File: src/core/dapr_pkg.sv
// constants shared by the dual converter readout block
package dapr_pkg;

  // result word width and result buffer depth
  localparam int unsigned RESULT_WIDTH = 14;
  localparam int unsigned BUFFER_DEPTH = 2;

  // clock period and the interval from conversion start to the end of hold
  localparam int unsigned CLOCK_PERIOD_PS = 40000;
  localparam int unsigned CONVERSION_TIME_NS = 5200;
  localparam int unsigned CONVERSION_CYCLES =
    (CONVERSION_TIME_NS * 1000 + CLOCK_PERIOD_PS - 1) / CLOCK_PERIOD_PS;

  // counter width for the conversion interval
  localparam int unsigned CONV_COUNT_WIDTH = 8;

  // pair select levels
  localparam logic PAIR_SELECT_A = 1'b0;
  localparam logic PAIR_SELECT_B = 1'b1;

  // reset values
  localparam logic [13:0] RESULT_RESET = 14'h0000;
  localparam logic        BUSY_RESET = 1'b0;
  localparam logic        POWER_DOWN_RESET = 1'b1;
  localparam logic        HOLD_RESET = 1'b0;

  // sequencer states, one-hot
  typedef enum logic [3:0]
  {
    DAPR_ST_SLEEP  = 4'b0001,
    DAPR_ST_CONV   = 4'b0010,
    DAPR_ST_FIRST  = 4'b0100,
    DAPR_ST_SECOND = 4'b1000
  } dapr_state_e;

endpackage

File: src/core/dapr_top.sv
// dual simultaneous-sampling converter control and parallel readout
`timescale 1ns/1ps

// Functional notes
// - a start request holds both channels and starts both conversions together
// - busy falling marks the end of conversion with both results readable
// - results become available 132 cycles (5.28 us) after the start request, later if the buffer is full
// - four inputs form pairs A and B; each pair is sampled together
// - first read after a conversion returns the first input of the pair
// - second read after a conversion returns the second input of the pair
// - pair select low chooses pair A, high chooses pair B
// - results are read over a 14-bit bus qualified by chip-select and read
// - power down after each conversion, wake up at the next start request
module dapr_top #(
  parameter int unsigned WIDTH = dapr_pkg::RESULT_WIDTH,
  parameter int unsigned DEPTH = dapr_pkg::BUFFER_DEPTH
)(
  input  wire logic             i_clock,
  input  wire logic             i_rst,
  input  wire logic             i_conversion_start_n,
  input  wire logic             i_pair_select,
  input  wire logic             i_cs_n,
  input  wire logic             i_rd_n,
  input  wire logic [WIDTH-1:0] i_pair_a_first_input,
  input  wire logic [WIDTH-1:0] i_pair_a_second_input,
  input  wire logic [WIDTH-1:0] i_pair_b_first_input,
  input  wire logic [WIDTH-1:0] i_pair_b_second_input,
  input  wire logic [WIDTH-1:0] i_data_in,
  output logic                  o_busy,
  output logic                  o_hold,
  output logic                  o_power_down,
  output logic [WIDTH-1:0]      o_data_out,
  output logic                  o_data_oe
);

  localparam int unsigned PTR_WIDTH = (DEPTH > 1) ? $clog2(DEPTH) : 1;
  localparam int unsigned CNT_WIDTH = $clog2(DEPTH + 1);
  localparam logic [dapr_pkg::CONV_COUNT_WIDTH-1:0] CONV_LAST =
    dapr_pkg::CONV_COUNT_WIDTH'(dapr_pkg::CONVERSION_CYCLES - 1);

  // elaboration checks
  if (WIDTH != dapr_pkg::RESULT_WIDTH)
  begin : g_bad_width
    $error("result width must match the converter resolution");
  end
  if ((DEPTH < 2) || ((DEPTH & (DEPTH - 1)) != 0))
  begin : g_bad_depth
    $error("buffer depth must be a power of two of at least two");
  end
  if (dapr_pkg::CONVERSION_CYCLES >= (1 << dapr_pkg::CONV_COUNT_WIDTH))
  begin : g_bad_count
    $error("conversion counter too narrow");
  end

  // pointer advance with wrap
  function automatic logic [PTR_WIDTH-1:0] ptr_step(input logic [PTR_WIDTH-1:0] ptr);
    ptr_step = (ptr == PTR_WIDTH'(DEPTH - 1)) ? '0 : ptr + 1'b1;
  endfunction

  dapr_pkg::dapr_state_e state_reg;
  dapr_pkg::dapr_state_e state_next;

  logic [dapr_pkg::CONV_COUNT_WIDTH-1:0] conv_count_reg;
  logic                                  start_prev_reg;
  logic                                  rd_prev_reg;
  logic [WIDTH-1:0]                      first_sample_reg;
  logic [WIDTH-1:0]                      second_sample_reg;
  logic                                  busy_reg;
  logic                                  hold_reg;
  logic                                  power_down_reg;
  logic [WIDTH-1:0]                      data_reg;
  logic                                  oe_reg;

  logic [WIDTH-1:0]     buf_mem [DEPTH];
  logic [PTR_WIDTH-1:0] wr_ptr_reg;
  logic [PTR_WIDTH-1:0] rd_ptr_reg;
  logic [CNT_WIDTH-1:0] fill_reg;

  logic             start_req;
  logic             read_req;
  logic             push_valid;
  logic             push_ready;
  logic [WIDTH-1:0] push_data;
  logic             pop_valid;
  logic             pop_ready;
  logic             push_fire;
  logic             pop_fire;

  // falling edge of start and of a qualified read strobe
  assign start_req = start_prev_reg && !i_conversion_start_n;
  assign read_req = rd_prev_reg && !i_rd_n && !i_cs_n;

  always_ff @(posedge i_clock or posedge i_rst)
  begin
    if (i_rst)
    begin
      start_prev_reg <= 1'b1;
      rd_prev_reg <= 1'b1;
    end
    else
    begin
      start_prev_reg <= i_conversion_start_n;
      rd_prev_reg <= i_rd_n;
    end
  end

  // buffer handshake
  assign push_ready = (fill_reg != CNT_WIDTH'(DEPTH));
  assign pop_valid = (fill_reg != '0);
  assign pop_ready = read_req;
  assign push_fire = push_valid && push_ready;
  assign pop_fire = pop_valid && pop_ready;

  // sequencer: sleep, convert, then push the two results in order
  always_comb
  begin
    state_next = state_reg;
    push_valid = 1'b0;
    push_data = first_sample_reg;
    unique case (state_reg)
      dapr_pkg::DAPR_ST_SLEEP:
      begin
        if (start_req)
        begin
          state_next = dapr_pkg::DAPR_ST_CONV;
        end
      end
      dapr_pkg::DAPR_ST_CONV:
      begin
        if (conv_count_reg == CONV_LAST)
        begin
          state_next = dapr_pkg::DAPR_ST_FIRST;
        end
      end
      dapr_pkg::DAPR_ST_FIRST:
      begin
        push_valid = 1'b1;
        push_data = first_sample_reg;
        if (push_ready)
        begin
          state_next = dapr_pkg::DAPR_ST_SECOND;
        end
      end
      dapr_pkg::DAPR_ST_SECOND:
      begin
        push_valid = 1'b1;
        push_data = second_sample_reg;
        if (push_ready)
        begin
          state_next = dapr_pkg::DAPR_ST_SLEEP;
        end
      end
    endcase
  end

  always_ff @(posedge i_clock or posedge i_rst)
  begin
    if (i_rst)
    begin
      state_reg <= dapr_pkg::DAPR_ST_SLEEP;
    end
    else
    begin
      state_reg <= state_next;
    end
  end

  // conversion interval counter
  always_ff @(posedge i_clock or posedge i_rst)
  begin
    if (i_rst)
    begin
      conv_count_reg <= '0;
    end
    else if (state_reg == dapr_pkg::DAPR_ST_CONV)
    begin
      conv_count_reg <= conv_count_reg + 1'b1;
    end
    else
    begin
      conv_count_reg <= '0;
    end
  end

  // both channels of the selected pair captured on the same edge
  always_ff @(posedge i_clock or posedge i_rst)
  begin
    if (i_rst)
    begin
      first_sample_reg <= dapr_pkg::RESULT_RESET;
      second_sample_reg <= dapr_pkg::RESULT_RESET;
    end
    else if ((state_reg == dapr_pkg::DAPR_ST_SLEEP) && start_req)
    begin
      if (i_pair_select == dapr_pkg::PAIR_SELECT_B)
      begin
        first_sample_reg <= i_pair_b_first_input;
        second_sample_reg <= i_pair_b_second_input;
      end
      else
      begin
        first_sample_reg <= i_pair_a_first_input;
        second_sample_reg <= i_pair_a_second_input;
      end
    end
  end

  // hold, busy and power-down status
  always_ff @(posedge i_clock or posedge i_rst)
  begin
    if (i_rst)
    begin
      hold_reg <= dapr_pkg::HOLD_RESET;
      busy_reg <= dapr_pkg::BUSY_RESET;
      power_down_reg <= dapr_pkg::POWER_DOWN_RESET;
    end
    else
    begin
      hold_reg <= (state_next == dapr_pkg::DAPR_ST_CONV);
      busy_reg <= (state_next != dapr_pkg::DAPR_ST_SLEEP);
      power_down_reg <= (state_next == dapr_pkg::DAPR_ST_SLEEP);
    end
  end

  // two-entry result buffer
  always_ff @(posedge i_clock)
  begin
    if (push_fire)
    begin
      buf_mem[wr_ptr_reg] <= push_data;
    end
  end

  always_ff @(posedge i_clock or posedge i_rst)
  begin
    if (i_rst)
    begin
      wr_ptr_reg <= '0;
      rd_ptr_reg <= '0;
      fill_reg <= '0;
    end
    else
    begin
      if (push_fire)
      begin
        wr_ptr_reg <= ptr_step(wr_ptr_reg);
      end
      if (pop_fire)
      begin
        rd_ptr_reg <= ptr_step(rd_ptr_reg);
      end
      if (push_fire && !pop_fire)
      begin
        fill_reg <= fill_reg + 1'b1;
      end
      else if (pop_fire && !push_fire)
      begin
        fill_reg <= fill_reg - 1'b1;
      end
    end
  end

  // read port: a qualified strobe takes the oldest result
  always_ff @(posedge i_clock or posedge i_rst)
  begin
    if (i_rst)
    begin
      data_reg <= dapr_pkg::RESULT_RESET;
    end
    else if (pop_fire)
    begin
      data_reg <= buf_mem[rd_ptr_reg];
    end
  end

  always_ff @(posedge i_clock or posedge i_rst)
  begin
    if (i_rst)
    begin
      oe_reg <= 1'b0;
    end
    else
    begin
      oe_reg <= !i_cs_n && !i_rd_n;
    end
  end

  assign o_busy = busy_reg;
  assign o_hold = hold_reg;
  assign o_power_down = power_down_reg;
  assign o_data_out = data_reg;
  assign o_data_oe = oe_reg;

endmodule

File: config.mk
export PLATFORM = sky130hd
export DESIGN_NAME = dapr_top
export DESIGN_NICKNAME = d
export VERILOG_FILES = /design/src/core/dapr_pkg.sv /design/src/core/dapr_top.sv
export SDC_FILE = /design/constraint.sdc
export NUM_CORES = 1
export LEC_CHECK = 0
export ABC_AREA = 0
export BUFFER_PORTS_ARGS = -buffer_cell sky130_fd_sc_hd__buf_4
export CORE_UTILIZATION = 40
export CTS_CLUSTER_SIZE = 40
export DETAILED_ROUTE_END_ITERATION = 7
export GPL_TIMING_DRIVEN = 0
export MAX_ROUTING_LAYER = met4
export SLEW_MARGIN = 5
export SYNTH_ARGS = -nofsm -noshare
export SYNTH_HDL_FRONTEND = slang
export SYNTH_SLANG_ARGS = --single-unit
File: constraint.sdc
create_clock -name i_clock -period 2.73 [get_ports i_clock]
set_input_delay 0 -clock i_clock [delete_from_list [all_inputs] [get_ports i_clock]]
set_output_delay 0 -clock i_clock [all_outputs]
set_load 0.05 [all_outputs]
# After elaboration in Yosys (flattened, before gate mapping)
# Memory sizes are Yosys's and may differ from the RTL's. A register that Yosys moved wholly into a read port is not among the register bits.
# Index checks and enable logic that the tools add are counted.
[word_totals]
reg_bits = 50
mem_bits_rw = 28
inputBits = 76
n_memories = 1
[memory_table]
columns = ["name", "words", "word_bits", "read_ports", "rd_ports_with_merged_regs", "wr", "line_no", "text"]
rows = [
  ["buf_mem", 2, 14, 1, 1, 1, "dapr_top.sv:74", "logic [WIDTH-1:0] buf_mem [DEPTH];"],
]
[op_classes]
addsub = 5
n_eq_ne = 9
muxes = 16
n_reduce_logical = 17
[op_table]
columns = ["cell", "n"]
rows = [
  ["14-bit 2-to-1 mux", 3],
  ["4-bit 2-to-1 mux", 4],
  ["4-bit case mux with 4 select lines", 1],
  ["1-bit logical AND", 9],
  ["8-bit by 1-bit adder with 8-bit output (second input constant)", 1],
  ["4-bit by 1-bit == test with 1-bit output (second input constant)", 2],
  ["4-bit by 2-bit == test with 1-bit output (second input constant)", 2],
  ["8-bit == test (second input constant)", 1],
  ["8-bit 2-to-1 mux", 1],
  ["1-bit logical NOT", 5],
  ["1-bit 2-to-1 mux", 5],
  ["4-bit by 3-bit == test with 1-bit output (second input constant)", 1],
  ["4-bit == test (second input constant)", 1],
  ["2-bit 2-to-1 mux", 2],
  ["4-bit by 1-bit inequality test with 1-bit output (second input constant)", 1],
  ["2-bit nonzero test", 2],
  ["1-bit adder (second input constant)", 2],
  ["2-bit by 1-bit adder with 2-bit output (second input constant)", 1],
  ["2-bit inequality test (second input constant)", 1],
  ["2-bit OR reduction", 1],
  ["2-bit by 1-bit subtractor with 2-bit output (second input constant)", 1],
]

# Longest topological paths before layout
[depth]
ltp_word = 8
ltp_mapped = 8
depth_no_buf = 8

# Least setup slack after synthesis
# Ideal clock, no wire load.
[synth_timing]
kind = "register to register"
startpoint = "register state_reg[3]"
endpoint = "register busy_reg (netlist: o_busy)"
setup_time_ps = 139
arrival_ps = 1789
t_required_ps = 2591
slack_ps = 803
path_stages_with_launch = 7
path_buffers = 1
synth_period_minus_slack_ps = 1927
path_cell_list = "dfrtp_1 > or4b_1 > buf_2 > nand3b_4 > o21ai_2 > inv_2 > or4b_1"
[synth_between]
elab_chain_len = 3
[synth_rtl]
columns = ["item", "line_no", "text"]
rows = [
  ["from (decl)", "dapr_top.sv:60", "dapr_pkg::dapr_state_e state_reg;"],
  ["from (signal assigned)", "dapr_top.sv:160", "state_reg <= dapr_pkg::DAPR_ST_SLEEP;"],
  ["from (signal assigned)", "dapr_top.sv:164", "state_reg <= state_next;"],
  ["4-bit == test, or another cell as far along", "dapr_top.sv:120", "unique case (state_reg)"],
  ["4-bit case mux with 4 select lines *", "dapr_top.sv:120", ""],
  ["named net state_next[1]", "dapr_top.sv:61", "dapr_pkg::dapr_state_e state_next;"],
  ["4-bit by 1-bit inequality test with 1-bit output *", "dapr_top.sv:220", "busy_reg <= (state_next != dapr_pkg::DAPR_ST_SLEEP);"],
  ["to (signal assigned)", "dapr_top.sv:214", "busy_reg <= dapr_pkg::BUSY_RESET;"],
  ["to (signal assigned)", "dapr_top.sv:220", ""],
  ["to (decl)", "dapr_top.sv:68", "logic busy_reg;"],
]
# The timed path passes the listed nets; every way through them passes the cells marked *.
# A chain may end at the register's enable or synchronous reset.

# Worst setup path in the final report
[layout_timing]
startpoint = "register fill_reg[1]"
endpoint = "memory buf_mem[0][4] in the netlist's numbering, enable pin"
[layout_between]
elab_chain_len = 4
[layout_rtl]
columns = ["item", "line_no", "text"]
rows = [
  ["from (decl)", "dapr_top.sv:77", "logic [CNT_WIDTH-1:0] fill_reg;"],
  ["from (signal assigned)", "dapr_top.sv:254", "fill_reg <= fill_reg + 1'b1;"],
  ["from (signal assigned)", "dapr_top.sv:258", "fill_reg <= fill_reg - 1'b1;"],
  ["2-bit inequality test", "dapr_top.sv:108", "assign push_ready = (fill_reg != CNT_WIDTH'(DEPTH));"],
  ["1-bit logical AND", "dapr_top.sv:111", "assign push_fire = push_valid && push_ready;"],
  ["1-bit 2-to-1 mux", "dapr_top.sv:228", "if (push_fire)"],
  ["1-bit 2-to-1 mux (not written as such)", "dapr_top.sv:230", "buf_mem[wr_ptr_reg] <= push_data;"],
  ["to (decl)", "dapr_top.sv:74", ""],
]
# Every way passes these cells.

==> results.txt <==
reg2reg start -> fill_reg[1]
hold path cells -> 3
CTS Buffer Depth -> 2
area delta synth->final -> 39.2%
crit end category -> flop
hold path start -> i_pair_a_second_input[5]
MaxCap Viol Count -> 0
setup TNS -> 0 ns
CTS Sinks -> 92
Reg with most FFs -> buf_mem
Hold EP -> second_sample_reg[5]
Die ar. -> 10200 µm²
drt drc -> 0
Slew headroom -> 23.5%
Synthesized Nets -> 396
worst hold path type -> in2reg
die height -> 101 µm
sw frac -> 34.9%
latest clock arrival within the worst-skew pair -> 0.36 ns
CTS clk-pin slew, worst paths -> 0.09 ns
Peak Freq -> 450 MHz
synthesis-stage register bit count -> 92
post_cts resized -> 0
HPWL Detailed -> 5210 µm
vias per cell -> 4.76
CP Data Required Time -> 2.71 ns
root buffer cell -> clkbuf_8
fraction of layout instances using a drive strength above 1 -> 25.8%
hold_buf cts -> 58
syn avg cell area -> 12.4 µm²
Reg area -> 2450 µm²
row count -> 35
worst r2r path cells -> 4
drt pass-1 iters -> 4
Finished Core Util -> 58.3%
Iter 0 DRT Violations -> 67
run status -> complete, no violations
Largest register FFs -> 28
initial antenna violation count -> 0
crit-path max FO -> 14
first-pass GRT wire length -> 13100 µm
min Tclk post-route -> 2.22 ns
Num CTS Buffers -> 9
WHS -> 0.0171 ns
Die Width -> 101 µm
Comb power frac -> 31.0%
final setup violation count -> 0
type of origin of the critical path -> flop
commonest non-fill, non-tap cell in the layout -> buf_4
leakage -> 2.47 nW
multi-input logic area -> 1390 µm²
clock network power share -> 23.1%
RSZ-0062 raised after global routing -> false
IO Count -> 94
hold violation count in the final report -> 0
TritonCTS clock tree -> built
gr ovfl total -> 0
remaining antenna violation count after routing -> 0
Via Count -> 2847
register area share after synthesis -> 62.4%
FF-to-FF setup slack -> 0.51 ns
starting density of the core -> 41.9%
Tightest Pin Transition -> 1.14 ns
WP data arrival -> 2.20 ns
fill count -> 815
Global Route Usage Sum -> 17.6%
vias in the first global route -> 2647
H-tree Lvls -> 3
pin count of the biggest net entering global routing -> 65
layout net count -> 543
Clock Skew -> 0.0107 ns
Post-Syn Area -> 3920 µm²
maximum VDD drop -> 316 µV
switching power -> 1.42 mW
core region area -> 9370 µm²
warnings from Yosys -> 0
Port Buf Inserts -> 78
Total Wirelength -> 7970 µm
power per cell area -> 743 nW/µm²
capturing point of the worst reg2reg path -> buf_mem[0][4]
part of the power in registers -> 45.8%
Internal Power -> 2.64 mW
Max Slew Vio Count -> 0
commonest non-fill, non-tap cells in the layout -> buf_4, dfrtp_1, dlygate4sd3_1, mux2i_1, nand2_1
post-CTS repair timing setup buffer count -> 0
WS Path Type -> reg2reg
post-DR wirelength/cell -> 13.3 µm
fin crit share -> 81.5%
synthesized instance count -> 317
gp weighted congestion -> 0.777
n_diodes -> 0
Synth cell types -> 36
## worst max-delay path, stage by stage, from the launching register on
cell and delay [ns]:
dfrtp_1 0.43, nor2b_1 0.20, nor3_1 0.20, nand2_1 0.14, nor2_1 0.88
## layer usage
metal	up-vias	global-route usage [%]	share of wire, %
met5	-	-	0
met4	0	8.14	1.8
met3	11	2.22	3.8
met2	80	25.0	45
met1	1338	25.3	50
li1	1418	-	-
## cells by family after synthesis
kind of cell	share of synthesized area [%]
AND/OR/NAND/NOR	10.2
AO/OA/AOI/OAI	6.73
buffers and inverters	2.30
flip-flops	62.4
multiplexers	14.7
adder cells (fa/ha/maj)	0.957
XOR/XNOR	2.68
## stage by stage
stage / cell area [µm²] / power (mW) / std cells / worst slack, ns
floorplan: 3920 / 2.70 / 317 / 0.803
global placement: 4670 / 3.06 / 524 / 0.284
detailed placement: 4670 / 3.08 / 524 / 0.485
CTS: 5460 / 4.09 / 598 / 0.470
global route: 5460 / 4.28 / 598 / 0.300
finish: 5460 / 4.06 / 598 / 0.506
## how the worst max path moves through the flow
stage	start	to	slack (ns)	depth (start not counted)
final	fill_reg[1]	buf_mem[0][4]	0.51	4
after global routing	fill_reg[1]	buf_mem[0][1]	0.30	4
after CTS	fill_reg[1]	buf_mem[0][6]	0.47	4
after detailed placement	fill_reg[1]	buf_mem[0][11]	0.49	4
after global placement	i_rst	second_sample_reg[7]	0.28	2
after floorplan	state_reg[3]	o_busy	0.80	6
## power groups by stage
| stage | clock network (mW) | logic (mW) | registers (mW) |
|---|---|---|---|
| floorplan | 0 | 0.489 | 2.21 |
| global placement | 0 | 1.17 | 1.88 |
| detailed placement | 0 | 1.19 | 1.89 |
| CTS | 0.963 | 1.27 | 1.86 |
| global route | 1.02 | 1.36 | 1.90 |
| finish | 0.939 | 1.26 | 1.86 |
## Yosys cell counts
| master | number | area share, % |
|---|---|---|
| nor4b_1 | 1 | 0.22 |
| edfxtp_1 | 28 | 21 |
| o21ai_2 | 1 | 0.22 |
| nand3_1 | 7 | 0.89 |
| inv_2 | 1 | 0.096 |
| o21ai_1 | 12 | 1.5 |
| mux2_2 | 14 | 4.0 |
| clkbuf_1 | 13 | 1.2 |
| nand3b_4 | 1 | 0.51 |
| o311ai_0 | 2 | 0.45 |
| inv_1 | 6 | 0.57 |
| o2111ai_1 | 1 | 0.22 |
| dfstp_2 | 4 | 2.7 |
| nor2_1 | 26 | 2.5 |
| or4_1 | 1 | 0.19 |
| nor3_1 | 3 | 0.38 |
| nand4b_1 | 1 | 0.22 |
| buf_2 | 3 | 0.38 |
| nor2b_1 | 1 | 0.16 |
| dfrtp_1 | 60 | 38 |
| or2_2 | 1 | 0.16 |
| nor4bb_1 | 1 | 0.26 |
| or4b_1 | 2 | 0.51 |
| nor4_2 | 1 | 0.32 |
| and3_1 | 3 | 0.48 |
| ha_1 | 3 | 0.96 |
| nor4_1 | 1 | 0.16 |
| mux2i_1 | 42 | 11 |
| nand2b_1 | 2 | 0.32 |
| nand4_1 | 1 | 0.16 |
| xnor2_1 | 3 | 0.67 |
| nand2_1 | 29 | 2.8 |
| a22o_1 | 1 | 0.22 |
| xor2_1 | 9 | 2.0 |
| a21oi_1 | 15 | 1.9 |
| o21ai_0 | 17 | 2.2 |
## area by class of cell
type,count,area share (%)
clock inverters,7,1.51
inverters,7,0.527
multi-input cells,202,25.4
clock buffers,9,2.27
well taps,129,2.96
plain buffers,16,1.17
repair buffers,136,21.4
flip-flops and latches,92,44.8
(Power assumes the default switching activity.)
